--- src/logic/hpp_cfg.svh ---
`ifndef HPP_CFG_SVH
`define HPP_CFG_SVH
// ----------------------------------------
// Register offsets (byte addresses)
// ----------------------------------------
`define HPP_OFF_MODE    12'h000
`define HPP_OFF_PA      12'h004
`define HPP_OFF_PB      12'h008
`define HPP_OFF_PC      12'h00C
`define HPP_OFF_DIR     12'h010
`define HPP_OFF_IEN     12'h014
`define HPP_OFF_STAT    12'h018
`define HPP_OFF_IMASK   12'h01C
`define HPP_OFF_HS      12'h020
// ----------------------------------------
// Field positions and reset values
// ----------------------------------------
`define HPP_MODE_W      2
`define HPP_MODE_RST    2'h0
`define HPP_DIR_RST     4'h0
`define HPP_EV_IN_A     0
`define HPP_EV_OUT_A    1
`define HPP_EV_IN_B     2
`define HPP_EV_OUT_B    3
`define HPP_NUM_EV      4
`endif

--- src/logic/hpp_pkg.sv ---
package hpp_pkg;
  // Port C line roles per mode
  typedef enum logic [1:0] {
    HPP_MODE0,
    HPP_MODE1_IN,
    HPP_MODE1_OUT,
    HPP_MODE2
  } hpp_mode_type;

  // APB request bundle
  typedef struct packed {
    logic        psel;
    logic        penable;
    logic        pwrite;
    logic [11:0] paddr;
    logic [31:0] pwdata;
  } hpp_apb_req_type;

  // One group's handshake pin levels
  typedef struct packed {
    logic stb_n;
    logic ack_n;
  } hpp_hs_in_type;
endpackage : hpp_pkg

--- src/logic/hpp_port.sv ---
// The APB slave port and the address map were chosen for this implementation.
`timescale 1ns/10ps
`include "hpp_cfg.svh"
module hpp_port
  import hpp_pkg::*;
(
  input  wire logic        i_sys_clk,
  input  wire logic        i_rst_n,
  input  wire logic        i_psel,
  input  wire logic        i_penable,
  input  wire logic        i_pwrite,
  input  wire logic [11:0] i_paddr,
  input  wire logic [31:0] i_pwdata,
  output logic      [31:0] o_prdata,
  output logic             o_pready,
  output logic             o_pslverr,
  input  wire logic  [7:0] i_pa_in,      // first_data_port pins in
  output logic       [7:0] o_pa_out,
  output logic       [7:0] o_pa_oe_n,    // Low while driving
  input  wire logic  [7:0] i_pb_in,      // second_data_port pins in
  output logic       [7:0] o_pb_out,
  output logic       [7:0] o_pb_oe_n,
  input  wire logic  [7:0] i_pc_in,      // handshake_port_lines in
  output logic       [7:0] o_pc_out,
  output logic       [7:0] o_pc_oe_n,
  output logic             o_irq         // Level interrupt
);
  // ----------------------------------------
  // Reset synchroniser
  // ----------------------------------------
  logic rst_meta_ff;  // First stage, read only by second
  logic rst_sync_ff;  // Released reset used everywhere
  always_ff @(posedge i_sys_clk or negedge i_rst_n) begin
    if (!i_rst_n) begin
      rst_meta_ff <= 1'b0;
      rst_sync_ff <= 1'b0;
    end else begin
      rst_meta_ff <= 1'b1;
      rst_sync_ff <= rst_meta_ff;
    end
  end
  wire logic rst_n = rst_sync_ff;

  // ----------------------------------------
  // Registers
  // ----------------------------------------
  hpp_mode_type             mode_ff;   // Port C mode
  logic [7:0]               pa_ff;     // Port A output latch
  logic [7:0]               pb_ff;     // Port B output latch
  logic [7:0]               pc_ff;     // Port C plain output bits
  logic [3:0]               dir_ff;    // 1=out: A, B, C low, C high
  logic [1:0]               ien_ff;    // Service enable A, B
  logic [`HPP_NUM_EV-1:0]   stat_ff;   // Sticky events
  logic [`HPP_NUM_EV-1:0]   imask_ff;  // Interrupt mask
  hpp_apb_req_type          req;
  assign req = '{i_psel, i_penable, i_pwrite, i_paddr, i_pwdata};

  // Decode used by write and read paths
  function automatic logic hit(input logic [11:0] a, input logic [11:0] off);
    hit = (a == off);
  endfunction : hit

  wire logic acc = req.psel && req.penable;
  wire logic wr  = acc && req.pwrite;
  wire logic rd  = acc && !req.pwrite;

  // Group wiring
  logic       a_in_en, a_out_en, b_in_en, b_out_en;
  logic       a_stb_n, a_ack_n, b_stb_n, b_ack_n;
  logic [7:0] a_data, b_data;
  logic       a_ibf, a_obf_n, b_ibf, b_obf_n;
  logic       a_ev_in, a_ev_out, b_ev_in, b_ev_out;
  logic       a_rd, a_wr, b_rd, b_wr;
  logic       service_request_a, service_request_b;
  logic [7:0] hs_mask;   // 1 where port C line is a handshake role

  // Mode register write
  // All four encodings are modes, so no mode write is refused
  always_ff @(posedge i_sys_clk or negedge rst_n) begin
    if (!rst_n) begin
      mode_ff <= HPP_MODE0;
    end else if (wr && hit(req.paddr, `HPP_OFF_MODE)) begin
      mode_ff <= hpp_mode_type'(req.pwdata[`HPP_MODE_W-1:0]);
    end
  end

  // Data and direction registers
  always_ff @(posedge i_sys_clk or negedge rst_n) begin
    if (!rst_n) begin
      pa_ff  <= 8'h00;
      pb_ff  <= 8'h00;
      pc_ff  <= 8'h00;
      dir_ff <= `HPP_DIR_RST;
      ien_ff <= 2'h0;
    end else if (wr) begin
      if (hit(req.paddr, `HPP_OFF_PA)) begin
        pa_ff <= req.pwdata[7:0];
      end else if (hit(req.paddr, `HPP_OFF_PB)) begin
        pb_ff <= req.pwdata[7:0];
      end else if (hit(req.paddr, `HPP_OFF_PC)) begin
        pc_ff <= req.pwdata[7:0];
      end else if (hit(req.paddr, `HPP_OFF_DIR)) begin
        dir_ff <= req.pwdata[3:0];
      end else if (hit(req.paddr, `HPP_OFF_IEN)) begin
        ien_ff <= req.pwdata[1:0];
      end
    end
  end

  // Mask register
  always_ff @(posedge i_sys_clk or negedge rst_n) begin
    if (!rst_n) begin
      imask_ff <= 4'h0;
    end else if (wr && hit(req.paddr, `HPP_OFF_IMASK)) begin
      imask_ff <= req.pwdata[`HPP_NUM_EV-1:0];
    end
  end

  // ----------------------------------------
  // Mode decode
  // ----------------------------------------
  // Group B has no handshake in mode 2; it falls back to plain I/O
  always_comb begin
    a_in_en  = 1'b0;
    a_out_en = 1'b0;
    b_in_en  = 1'b0;
    b_out_en = 1'b0;
    hs_mask  = 8'h00;
    case (mode_ff)
      HPP_MODE1_IN: begin
        a_in_en = 1'b1;
        b_in_en = 1'b1;
        hs_mask = 8'h3F;
      end
      HPP_MODE1_OUT: begin
        a_out_en = 1'b1;
        b_out_en = 1'b1;
        hs_mask  = 8'hCF;
      end
      HPP_MODE2: begin
        a_in_en  = 1'b1;
        a_out_en = 1'b1;
        hs_mask  = 8'hF8;
      end
      default: begin
        hs_mask = 8'h00;
      end
    endcase
  end

  // Handshake inputs picked from their mode positions
  assign a_stb_n = i_pc_in[4];
  assign a_ack_n = i_pc_in[6];
  assign b_stb_n = i_pc_in[2];
  assign b_ack_n = i_pc_in[2];
  assign a_rd    = rd && hit(req.paddr, `HPP_OFF_PA);
  assign b_rd    = rd && hit(req.paddr, `HPP_OFF_PB);
  assign a_wr    = wr && hit(req.paddr, `HPP_OFF_PA);
  assign b_wr    = wr && hit(req.paddr, `HPP_OFF_PB);

  hpp_group u_grp_a (
    .i_sys_clk  (i_sys_clk),
    .i_rst_n    (rst_n),
    .i_in_en    (a_in_en),
    .i_out_en   (a_out_en),
    .i_stb_n    (a_stb_n),
    .i_ack_n    (a_ack_n),
    .i_pin_data (i_pa_in),
    .i_host_rd  (a_rd),
    .i_host_wr  (a_wr),
    .o_in_data  (a_data),
    .o_ibf      (a_ibf),
    .o_obf_n    (a_obf_n),
    .o_ev_in    (a_ev_in),
    .o_ev_out   (a_ev_out)
  );

  hpp_group u_grp_b (
    .i_sys_clk  (i_sys_clk),
    .i_rst_n    (rst_n),
    .i_in_en    (b_in_en),
    .i_out_en   (b_out_en),
    .i_stb_n    (b_stb_n),
    .i_ack_n    (b_ack_n),
    .i_pin_data (i_pb_in),
    .i_host_rd  (b_rd),
    .i_host_wr  (b_wr),
    .o_in_data  (b_data),
    .o_ibf      (b_ibf),
    .o_obf_n    (b_obf_n),
    .o_ev_in    (b_ev_in),
    .o_ev_out   (b_ev_out)
  );

  // ----------------------------------------
  // Events and service requests
  // ----------------------------------------
  wire logic [`HPP_NUM_EV-1:0] ev = {b_ev_out, b_ev_in, a_ev_out, a_ev_in};
  // Write-one-to-clear strobe for the status bits
  wire logic [`HPP_NUM_EV-1:0] stat_clr =
    (wr && hit(req.paddr, `HPP_OFF_STAT)) ? req.pwdata[`HPP_NUM_EV-1:0] : 4'h0;

  // Sticky status, set beats clear per bit
  genvar gi;
  generate
    for (gi = 0; gi < `HPP_NUM_EV; gi++) begin : g_stat
      always_ff @(posedge i_sys_clk or negedge rst_n) begin
        if (!rst_n) begin
          stat_ff[gi] <= 1'b0;
        end else if (ev[gi]) begin
          stat_ff[gi] <= 1'b1;
        end else if (stat_clr[gi]) begin
          stat_ff[gi] <= 1'b0;
        end
      end
    end
  endgenerate

  // Request pins: pending event of this group, gated by its enable
  // Levels, not pulses: a request stays up until software clears it
  assign service_request_a = ien_ff[0] && (stat_ff[`HPP_EV_IN_A] || stat_ff[`HPP_EV_OUT_A]);
  assign service_request_b = ien_ff[1] && (stat_ff[`HPP_EV_IN_B] || stat_ff[`HPP_EV_OUT_B]);
  assign o_irq  = |(stat_ff & imask_ff) && (|ien_ff);

  // ----------------------------------------
  // Pin drive
  // ----------------------------------------
  logic [7:0] hs_val;   // Handshake role values on port C
  always_comb begin
    hs_val = 8'h00;
    case (mode_ff)
      HPP_MODE1_IN: hs_val = {2'b00, a_ibf, 1'b0, service_request_a, 1'b0, b_ibf, service_request_b};
      HPP_MODE1_OUT: hs_val = {a_obf_n, 1'b0, 2'b00, service_request_a, 1'b0, b_obf_n, service_request_b};
      HPP_MODE2: hs_val = {a_obf_n, 1'b0, a_ibf, 1'b0, service_request_a, 3'b000};
      default: hs_val = 8'h00;
    endcase
  end
  // Handshake outputs are the roles that the device drives
  wire logic [7:0] hs_drv_m = (mode_ff == HPP_MODE2) ? 8'hA8 : hs_mask & 8'hAB;
  wire logic [7:0] pc_gp_oe = {{4{dir_ff[3]}}, {4{dir_ff[2]}}};

  // Handshake inputs always float; plain lines follow the direction bits
  assign o_pc_out  = (hs_val & hs_drv_m) | (pc_ff & ~hs_mask);
  assign o_pc_oe_n = ~(hs_drv_m | (pc_gp_oe & ~hs_mask));
  // Mode 2 port A is driven only while the partner acknowledges
  assign o_pa_out  = pa_ff;
  assign o_pa_oe_n = (mode_ff == HPP_MODE2) ? {8{a_ack_n}} :
                     (mode_ff == HPP_MODE1_IN) ? 8'hFF : {8{~dir_ff[0]}};
  assign o_pb_out  = pb_ff;
  assign o_pb_oe_n = (mode_ff == HPP_MODE1_IN) ? 8'hFF : {8{~dir_ff[1]}};

  // ----------------------------------------
  // APB read path
  // ----------------------------------------
  always_comb begin
    o_prdata = 32'h0000_0000;
    if (hit(req.paddr, `HPP_OFF_MODE)) begin
      o_prdata = {30'h0, mode_ff};
    end else if (hit(req.paddr, `HPP_OFF_PA)) begin
      o_prdata = {24'h0, a_in_en ? a_data : i_pa_in};
    end else if (hit(req.paddr, `HPP_OFF_PB)) begin
      o_prdata = {24'h0, b_in_en ? b_data : i_pb_in};
    end else if (hit(req.paddr, `HPP_OFF_PC)) begin
      o_prdata = {24'h0, i_pc_in};
    end else if (hit(req.paddr, `HPP_OFF_DIR)) begin
      o_prdata = {28'h0, dir_ff};
    end else if (hit(req.paddr, `HPP_OFF_IEN)) begin
      o_prdata = {30'h0, ien_ff};
    end else if (hit(req.paddr, `HPP_OFF_STAT)) begin
      o_prdata = {28'h0, stat_ff};
    end else if (hit(req.paddr, `HPP_OFF_IMASK)) begin
      o_prdata = {28'h0, imask_ff};
    end else if (hit(req.paddr, `HPP_OFF_HS)) begin
      o_prdata = {26'h0, service_request_b, service_request_a, b_obf_n, b_ibf, a_obf_n, a_ibf};
    end
  end

  // Zero-wait slave; unmapped addresses flag an error
  assign o_pready  = 1'b1;
  assign o_pslverr = acc && !(hit(req.paddr, `HPP_OFF_MODE) || hit(req.paddr, `HPP_OFF_PA) ||
                     hit(req.paddr, `HPP_OFF_PB) || hit(req.paddr, `HPP_OFF_PC) ||
                     hit(req.paddr, `HPP_OFF_DIR) || hit(req.paddr, `HPP_OFF_IEN) ||
                     hit(req.paddr, `HPP_OFF_STAT) || hit(req.paddr, `HPP_OFF_IMASK) ||
                     hit(req.paddr, `HPP_OFF_HS));

  // ----------------------------------------
  // Checks
  // ----------------------------------------
  // Checks look at the pins where they can, so a wrong mux still shows
  chk_mode0_nohs: assert property (@(posedge i_sys_clk) disable iff (!rst_n)
    (mode_ff == HPP_MODE0) |-> (o_pc_out == pc_ff && o_pc_oe_n == ~pc_gp_oe))
    else $error("mode 0 has handshake lines");
  chk_m1in_map: assert property (@(posedge i_sys_clk) disable iff (!rst_n)
    (mode_ff == HPP_MODE1_IN) |-> (o_pc_out[5] == a_ibf && o_pc_out[1] == b_ibf))
    else $error("mode 1 input map wrong");
  chk_m1out_map: assert property (@(posedge i_sys_clk) disable iff (!rst_n)
    (mode_ff == HPP_MODE1_OUT) |-> (o_pc_out[7] == a_obf_n && !o_pc_oe_n[7]))
    else $error("mode 1 output map wrong");
  chk_m2_map: assert property (@(posedge i_sys_clk) disable iff (!rst_n)
    (mode_ff == HPP_MODE2) |-> (o_pc_out[3] == service_request_a && o_pc_oe_n[6] && o_pc_oe_n[4]))
    else $error("mode 2 map wrong");
  chk_stb_capture: assert property (@(posedge i_sys_clk) disable iff (!rst_n)
    (a_in_en && !a_stb_n && !a_ibf && a_in_en) |=> (a_ibf && a_data == $past(i_pa_in)))
    else $error("strobe did not capture");
  chk_wr_obf: assert property (@(posedge i_sys_clk) disable iff (!rst_n)
    (a_out_en && a_wr) |=> !a_obf_n) else $error("write did not set output full");
  chk_ien_gate: assert property (@(posedge i_sys_clk) disable iff (!rst_n)
    (mode_ff != HPP_MODE0 && !ien_ff[0]) |-> !o_pc_out[3])
    else $error("request without enable");
  chk_rd_clear: assert property (@(posedge i_sys_clk) disable iff (!rst_n)
    (a_ibf && a_rd && a_stb_n) |=> !a_ibf) else $error("read did not clear input full");
  chk_ack_free: assert property (@(posedge i_sys_clk) disable iff (!rst_n)
    (a_out_en && !a_ack_n && !a_wr) |=> a_obf_n) else $error("acknowledge did not free");
  chk_m1in_req: assert property (@(posedge i_sys_clk) disable iff (!rst_n)
    (mode_ff == HPP_MODE1_IN) |-> (o_pc_out[3] == service_request_a && o_pc_out[0] == service_request_b &&
      o_pc_oe_n[4] && o_pc_oe_n[2])) else $error("mode 1 input request lines wrong");
  chk_b_capture: assert property (@(posedge i_sys_clk) disable iff (!rst_n)
    (b_in_en && !b_stb_n && !b_ibf) |=> (b_ibf && b_data == $past(i_pb_in)))
    else $error("group B strobe did not capture");
  chk_req_level: assert property (@(posedge i_sys_clk) disable iff (!rst_n)
    (mode_ff != HPP_MODE0 && ien_ff[0] && stat_ff[`HPP_EV_OUT_A]) |-> o_pc_out[3])
    else $error("service request A not raised");
  chk_ack_event: assert property (@(posedge i_sys_clk) disable iff (!rst_n)
    (a_out_en && !a_ack_n) ##1 (a_out_en && a_ack_n) |=> stat_ff[`HPP_EV_OUT_A])
    else $error("acknowledge end did not post event");
  chk_in_paced: assert property (@(posedge i_sys_clk) disable iff (!rst_n)
    (!a_ibf && a_stb_n) |=> !a_ibf) else $error("input full rose without strobe");
endmodule : hpp_port

--- src/logic/hpp_group.sv ---
`timescale 1ns/10ps
`include "hpp_cfg.svh"
// ----------------------------------------
// One handshake group: input and output latch pairs
// ----------------------------------------
module hpp_group
  import hpp_pkg::*;
(
  input  wire logic       i_sys_clk,
  input  wire logic       i_rst_n,
  input  wire logic       i_in_en,       // Input handshake active
  input  wire logic       i_out_en,      // Output handshake active
  input  wire logic       i_stb_n,       // input_load_strobe_n pin
  input  wire logic       i_ack_n,       // Acknowledge pin
  input  wire logic [7:0] i_pin_data,    // Data port pins
  input  wire logic       i_host_rd,     // Host read of data port
  input  wire logic       i_host_wr,     // Host write of data port
  output logic      [7:0] o_in_data,     // Latched input byte
  output logic            o_ibf,         // input_latch_full
  output logic            o_obf_n,       // output_latch_full_n
  output logic            o_ev_in,       // Input byte arrived pulse
  output logic            o_ev_out       // Output byte taken pulse
);
  logic [7:0] in_data_ff;   // Input latch
  logic       ibf_ff;       // Latch holds an unread byte
  logic       obf_n_ff;     // Low while output byte pending
  logic       ack_seen_ff;  // Acknowledge held low last cycle

  // ----------------------------------------
  // Input latch
  // ----------------------------------------
  // Capture only when latch empty, so an unread byte is never lost
  always_ff @(posedge i_sys_clk or negedge i_rst_n) begin
    if (!i_rst_n) begin
      in_data_ff <= 8'h00;
    end else if (i_in_en && !i_stb_n && !ibf_ff) begin
      in_data_ff <= i_pin_data;
    end
  end

  // Full flag: strobe sets, host read clears; set wins
  always_ff @(posedge i_sys_clk or negedge i_rst_n) begin
    if (!i_rst_n) begin
      ibf_ff <= 1'b0;
    end else if (i_in_en && !i_stb_n && !ibf_ff) begin
      ibf_ff <= 1'b1;
    end else if (i_host_rd || !i_in_en) begin
      ibf_ff <= 1'b0;
    end
  end

  // ----------------------------------------
  // Output latch flag
  // ----------------------------------------
  always_ff @(posedge i_sys_clk or negedge i_rst_n) begin
    if (!i_rst_n) begin
      obf_n_ff <= 1'b1;
    end else if (i_out_en && i_host_wr) begin
      obf_n_ff <= 1'b0;
    end else if (!i_ack_n || !i_out_en) begin
      obf_n_ff <= 1'b1;
    end
  end

  // Track acknowledge to find its trailing edge
  always_ff @(posedge i_sys_clk or negedge i_rst_n) begin
    if (!i_rst_n) begin
      ack_seen_ff <= 1'b0;
    end else begin
      ack_seen_ff <= i_out_en && !i_ack_n;
    end
  end

  assign o_in_data = in_data_ff;
  assign o_ibf     = ibf_ff;
  assign o_obf_n   = obf_n_ff;
  // Input event: byte just captured
  assign o_ev_in   = i_in_en && !i_stb_n && !ibf_ff;
  // Output event: acknowledge has ended
  assign o_ev_out  = ack_seen_ff && i_ack_n;
endmodule : hpp_group

--- config.mk ---
export PLATFORM = sky130hd
export DESIGN_NAME = hpp_port
export DESIGN_NICKNAME = d
export VERILOG_FILES = /design/src/logic/hpp_pkg.sv /design/src/logic/hpp_port.sv /design/src/logic/hpp_group.sv
export VERILOG_INCLUDE_DIRS = /design/src /design/src/logic
export SDC_FILE = /design/constraint.sdc
export NUM_CORES = 1
export LEC_CHECK = 0
export BUFFER_PORTS_ARGS = -buffer_cell sky130_fd_sc_hd__buf_2
export CORE_ASPECT_RATIO = 0.8
export CORE_UTILIZATION = 26
export CTS_BUF_LIST = sky130_fd_sc_hd__clkbuf_8 sky130_fd_sc_hd__clkbuf_16
export CTS_CLUSTER_DIAMETER = 80
export CTS_CLUSTER_SIZE = 40
export DETAILED_ROUTE_END_ITERATION = 7
export GPL_TIMING_DRIVEN = 0
export PLACE_DENSITY_LB_ADDON = 0.15
export SETUP_SLACK_MARGIN = 0.3
export SLEW_MARGIN = 15
export SYNTH_ARGS = -nofsm -noshare
export SYNTH_HDL_FRONTEND = slang
export SYNTH_HIERARCHICAL = 1
export SYNTH_SLANG_ARGS = --single-unit
--- constraint.sdc ---
create_clock -name i_sys_clk -period 3.06 [get_ports i_sys_clk]
set_clock_uncertainty 0.1 [all_clocks]
set_input_delay 0.306 -clock i_sys_clk [delete_from_list [all_inputs] [get_ports i_sys_clk]]
set_output_delay 0.306 -clock i_sys_clk [all_outputs]
set_load 0.02 [all_outputs]
Word level (Yosys, flattened, before mapping)
Cells that the tools add are included.
- flip-flop bits (word level): 64
- bits of input ports: 73
- output and inout port bits: 83
- logic and storage cells: 151
- equal/unequal tests: 11
- muxes and demuxes: 38
- bitwise gates (word level): 14
- reductions and logical operators: 67
- operator list (cell ; number):
    8-bit two-way mux ; 10
    12-bit by 5-bit equality test with 1-bit output, second input constant ; 4
    8-bit one-hot mux with 3 select lines ; 2
    6-bit two-way mux ; 5
    8-bit bitwise AND ; 3
    12-bit by 4-bit equality test with 1-bit output, second input constant ; 2
    1-bit logical AND ; 24
    1-bit two-way mux ; 20
    8-bit inverter ; 2
    8-bit bitwise OR ; 2
    2-bit nonzero test ; 8
    1-bit logical OR ; 14
    12-bit by 3-bit equality test with 1-bit output, second input constant ; 1
    12-bit by 6-bit equality test with 1-bit output, second input constant ; 1
    12-bit zero test ; 1
    1-bit zero test ; 11
    1-bit inverter ; 6
    6-bit AND reduction ; 1
    2-bit OR reduction ; 3
    5-bit AND reduction ; 1
    4-bit bitwise AND ; 1
    2-bit equality test, second input constant ; 2
    4-bit two-way mux ; 1
    4-bit AND reduction ; 1
    4 further kinds ; 4

Logic depth before layout (Yosys ltp)
- depth in word-level cells: 11
- depth in mapped cells: 8
- mapped depth without buffers: 6

Modules after synthesis
The synthesis kept the hierarchy.
- by module, submodules not included (module ; times used ; cells each ; area each (um^2) ; sequential area each (um^2)):
    hpp_port ; 1 ; 295 ; 2972.9 ; 1051.0
    hpp_group ; 2 ; 27 ; 430.4 ; 276.5

Least setup slack after synthesis
OpenSTA, ideal clock, no wires.
- path type: flip-flop to output port
- start: reg mode_ff[1]
- end: out o_pa_oe_n[1]
- arrival time: 1.990 ns
- required time: 2.654 ns
- path slack: 0.664 ns
- stages on the path, launching flop included: 7
- path buffers: 2
- path through: dfrtp_1 inv_1 ha_1 nor2_1 buf_2 a2bb2oi_1 buf_4
- cells in the longest elaborated chain, start to end: 3
- ends and longest elaborated chain (item ; line ; text):
    start: declaration ; hpp_port.sv:47 ; hpp_mode_type mode_ff;
    start signal: assignment ; hpp_port.sv:83 ; mode_ff <= hpp_mode_type'(req.pwdata[`HPP_MODE_W-1:0]);
    2-bit by 1-bit equality test with 1-bit output ; hpp_port.sv:248 ; (mode_ff == HPP_MODE1_IN) ? 8'hFF : {8{~dir_ff[0]}};
    8-bit two-way mux ; hpp_port.sv:248 ;
    8-bit two-way mux * ; hpp_port.sv:247 ; assign o_pa_oe_n = (mode_ff == HPP_MODE2) ? {8{a_ack_n}} :
    end: declaration ; hpp_port.sv:19 ; output logic [7:0] o_pa_oe_n,
Every way passes the cells marked *; elsewhere a longest branch is shown, timed or not.

Worst setup path after layout
- start: reg mode_ff[1]
- end: out o_prdata[0]
- cells in the longest elaborated chain, start to end: 6
- ends and longest elaborated chain (item ; line ; text):
    2-bit by 1-bit equality test with 1-bit output ; hpp_port.sv:129 ; case (mode_ff)
    1-bit two-way mux ; hpp_port.sv:129 ;
    via b_in_en ; hpp_port.sv:68 ; logic a_in_en, a_out_en, b_in_en, b_out_en;
    8-bit two-way mux ; hpp_port.sv:262 ; o_prdata = {24'h0, b_in_en ? b_data : i_pb_in};
    8-bit two-way mux ; hpp_port.sv:261 ; end else if (hit(req.paddr, `HPP_OFF_PB)) begin
    8-bit two-way mux ; hpp_port.sv:259 ; end else if (hit(req.paddr, `HPP_OFF_PA)) begin
    8-bit two-way mux ; hpp_port.sv:257 ; if (hit(req.paddr, `HPP_OFF_MODE)) begin
    end: declaration ; hpp_port.sv:14 ; output logic [31:0] o_prdata,
The timed path passes the listed nets, and every way through them passes these cells.

==> run summary <==
Final ANT Viol Nets: 0
TritonCTS Buffers: 9
Design Power: 2.00 mW
Non-Filler Instances: 686
Total negative slack: 0 ps
Final Critical Period: 2690 ps
Mapped Area: 3830 sq um
Placed Instances: 663
CTS max path bufs: 2
Chip height: 111 um
Synth Area per Inst: 11.0 sq um
Crit. End Element: output port
Input/output buffers: 105
Tightest Pin Transition: 610 ps
Post-Route Utilization: 35.6%
Layout cells sized above 1: 52.2%
Leakage: 2.55 nW
Clk_lat worst skew: 340 ps
NetSw: 522 uW
DRT Pass-1 Iters: 4
Sw Share: 26.1%
Most common cell after layout, fill and taps aside: buf_2
Total track usage: 15.8%
Final setup fails: 0
Initial antenna violation count: 0
Clk network pwr share: 47.2%
Routed WL: 11400 um
Power Dens Cells: 391 nW/um^2
EDFF count, synth: 0
Sequential share of the synthesized area: 41.8%
Post-synthesis cell type count: 49
Most frequent cells in the layout: 104 x buf_2, 61 x mux2_2, 59 x dfrtp_1
Number of global-route vias before repair: 3087
Synthesis-to-layout area growth: 33.1%
Initial core utilization: 26.7%
Slew headroom: 59.1%
Die width: 138 um
# clock sinks: 64
Die ar.: 15200 sq um
Tcrit/Tclk final: 88.0%
H-tree depth: 3
Status: finished, final reports clean
DR vias: 3044
Ys async rst share: 100%
First-pass GRT wire length: 17700 um
Row Count: 39
Gr ovfl total: 0
WS Path Type: reg2out
I/O pins: 156
Hold WC Path Type: in2reg
Startpoint Class: flop
Largest net degree at the start of global routing: 41
CP required: 2650 ps
CP arrival: 2290 ps
Core area: 14300 sq um
DP Wirelength: 8740 um
Routed vias/inst: 4.44
Ant diodes: 0
YS warnings: 6
NumNets Final: 574
Register bit total from synthesis: 64
Synth Instances: 349
Clk slew on worst S/H paths: 60 ps
Initial drt markers: 118
Max Fclk: 372 MHz
Crit path max fanout: 6
Hold_ws: 113 ps
Max-cap violations: 0
Sequential share of power: 43.1%
Drt wl/cell: 16.6 um
RSZ-0062 raised after global routing: false
Internal power: 1.48 mW
Ys flop type: dfrtp_1
Hold Vio Cnt, Final: 0
Clock Root Buffer: clkbuf_16
Comb pwr share: 9.7%
VDD IR max: 0.000261 V
DRC errors left: 0
Global placement routability congestion: 0.829
CTS tree: yes
Max Slew Vio Count: 0
==> area by class of cell <==
type                       count  area, sq um
fill                        1504         9240
multi-input combinational    252         1970
sequential                    64         1610
timing repair buffer         113          613
buffer                        51          378
tap                          184          230
clock buffer                   9          225
clock inverter                 7         48.8
inverter                       6         25.0
==> logic make-up after synthesis <==
family          after synthesis  share of synthesized area [%]
buf+inv                      57                           9.99
flops                        64                           41.8
simple gates                 88                           13.6
other cells                   2                          0.196
fa+ha+maj                     4                           1.31
mux                          79                           23.1
compound gates               55                           9.89
==> cells in the mapped netlist, drive strengths merged (3+ instances only) <==
cell type,count,share of area [%]
nor4,4,1.2
a21boi,3,0.59
clkbuf,5,0.49
and2,5,0.82
nor2b,8,1.3
mux2,65,19
nor3,3,0.39
nand2,23,2.3
o31ai,3,0.59
buf,46,8.9
o21ai,16,2.1
a311oi,3,0.69
ha,4,1.3
nor2,21,2.4
mux2i,14,3.7
inv,6,0.59
a22oi,3,0.59
nand2b,9,1.5
a2bb2oi,3,0.69
a21oi,7,0.91
dfrtp,62,40
==> through the flow <==
stage / setup WS, ps / cell area, sq um
floorplan: 664 / 3920
global placement: -212 / 4680
detailed placement: -157 / 4710
CTS: 342 / 5040
global route: 297 / 5100
finish: 368 / 5100
==> worst paths after layout <==
path / startpoint / endpoint / slack, ps / depth (start not counted)
max: mode_ff[1] / o_prdata[0] / 370 / 8
min: i_pc_in[6] / u_grp_a/ack_seen_ff / 110 / 2
min in group asynchronous: rst_n / o_pb_out[3] / 140 / 0
min reg2reg: rst_n / o_pb_out[3] / 140 / 0
max reg2reg: mode_ff[1] / u_grp_a/o_in_data[3] / 980 / 9
max in group asynchronous: rst_n / u_grp_a/o_obf_n / 2140 / 1
==> power by group through the flow <==
stage / clock, mW / combinational [mW] / sequential [mW]
finish: 0.943 / 0.193 / 0.861
global route: 1.00 / 0.214 / 0.862
CTS: 0.976 / 0.194 / 0.861
detailed placement: 0 / 0.191 / 0.876
global placement: 0 / 0.176 / 0.886
floorplan: 0 / 0.106 / 0.880
==> sequential cells by signal (all words and copies together) (netlist names) <==
| signal | count |
|---|---|
| dir_ff | 4 |
| u_grp_b/o_ibf | 1 |
| u_grp_a/o_obf_n | 1 |
| o_pa_out | 8 |
| rst_n | 1 |
| mode_ff | 2 |
| u_grp_a/o_in_data | 8 |
| pc_ff | 8 |
| ien_ff | 2 |
| imask_ff | 4 |
| u_grp_b/o_obf_n | 1 |
| u_grp_a/ack_seen_ff | 1 |
| u_grp_b/ack_seen_ff | 1 |
| u_grp_a/o_ibf | 1 |
| stat_ff | 4 |
| o_pb_out | 8 |
| u_grp_b/o_in_data | 8 |
| rst_meta_ff | 1 |
==> worst max-delay path, cell delays in order, from the launching register on <==
cell and delay (ps):
dfrtp_2 460, inv_4 110, ha_4 190, nor2_4 70, buf_4 130, mux2i_1 120, a2111oi_1 520, a31o_2 190
buf_2 160
==> timing repair <==
item / in CTS / in global routing
setup endpoints to repair: 28 / 9
pin swaps: 2 / 2
cloned: 0 / 0
hold endpoints to repair: 2 / 0
resized for setup: 14 / 7
hold buffers: 1 / 0
buffers inserted: 1 / 5
==> metal layers <==
layer  vias to the layer above  GRT usage, %  share of wire (%)
met1                      1460          22.7                 49
met5                         -             0                  0
met3                         8          3.76                6.3
li1                       1485             -                  -
met2                        91          23.2                 44
met4                         0          5.00                1.2
No activity file was read; power rests on OpenSTA's default activity.
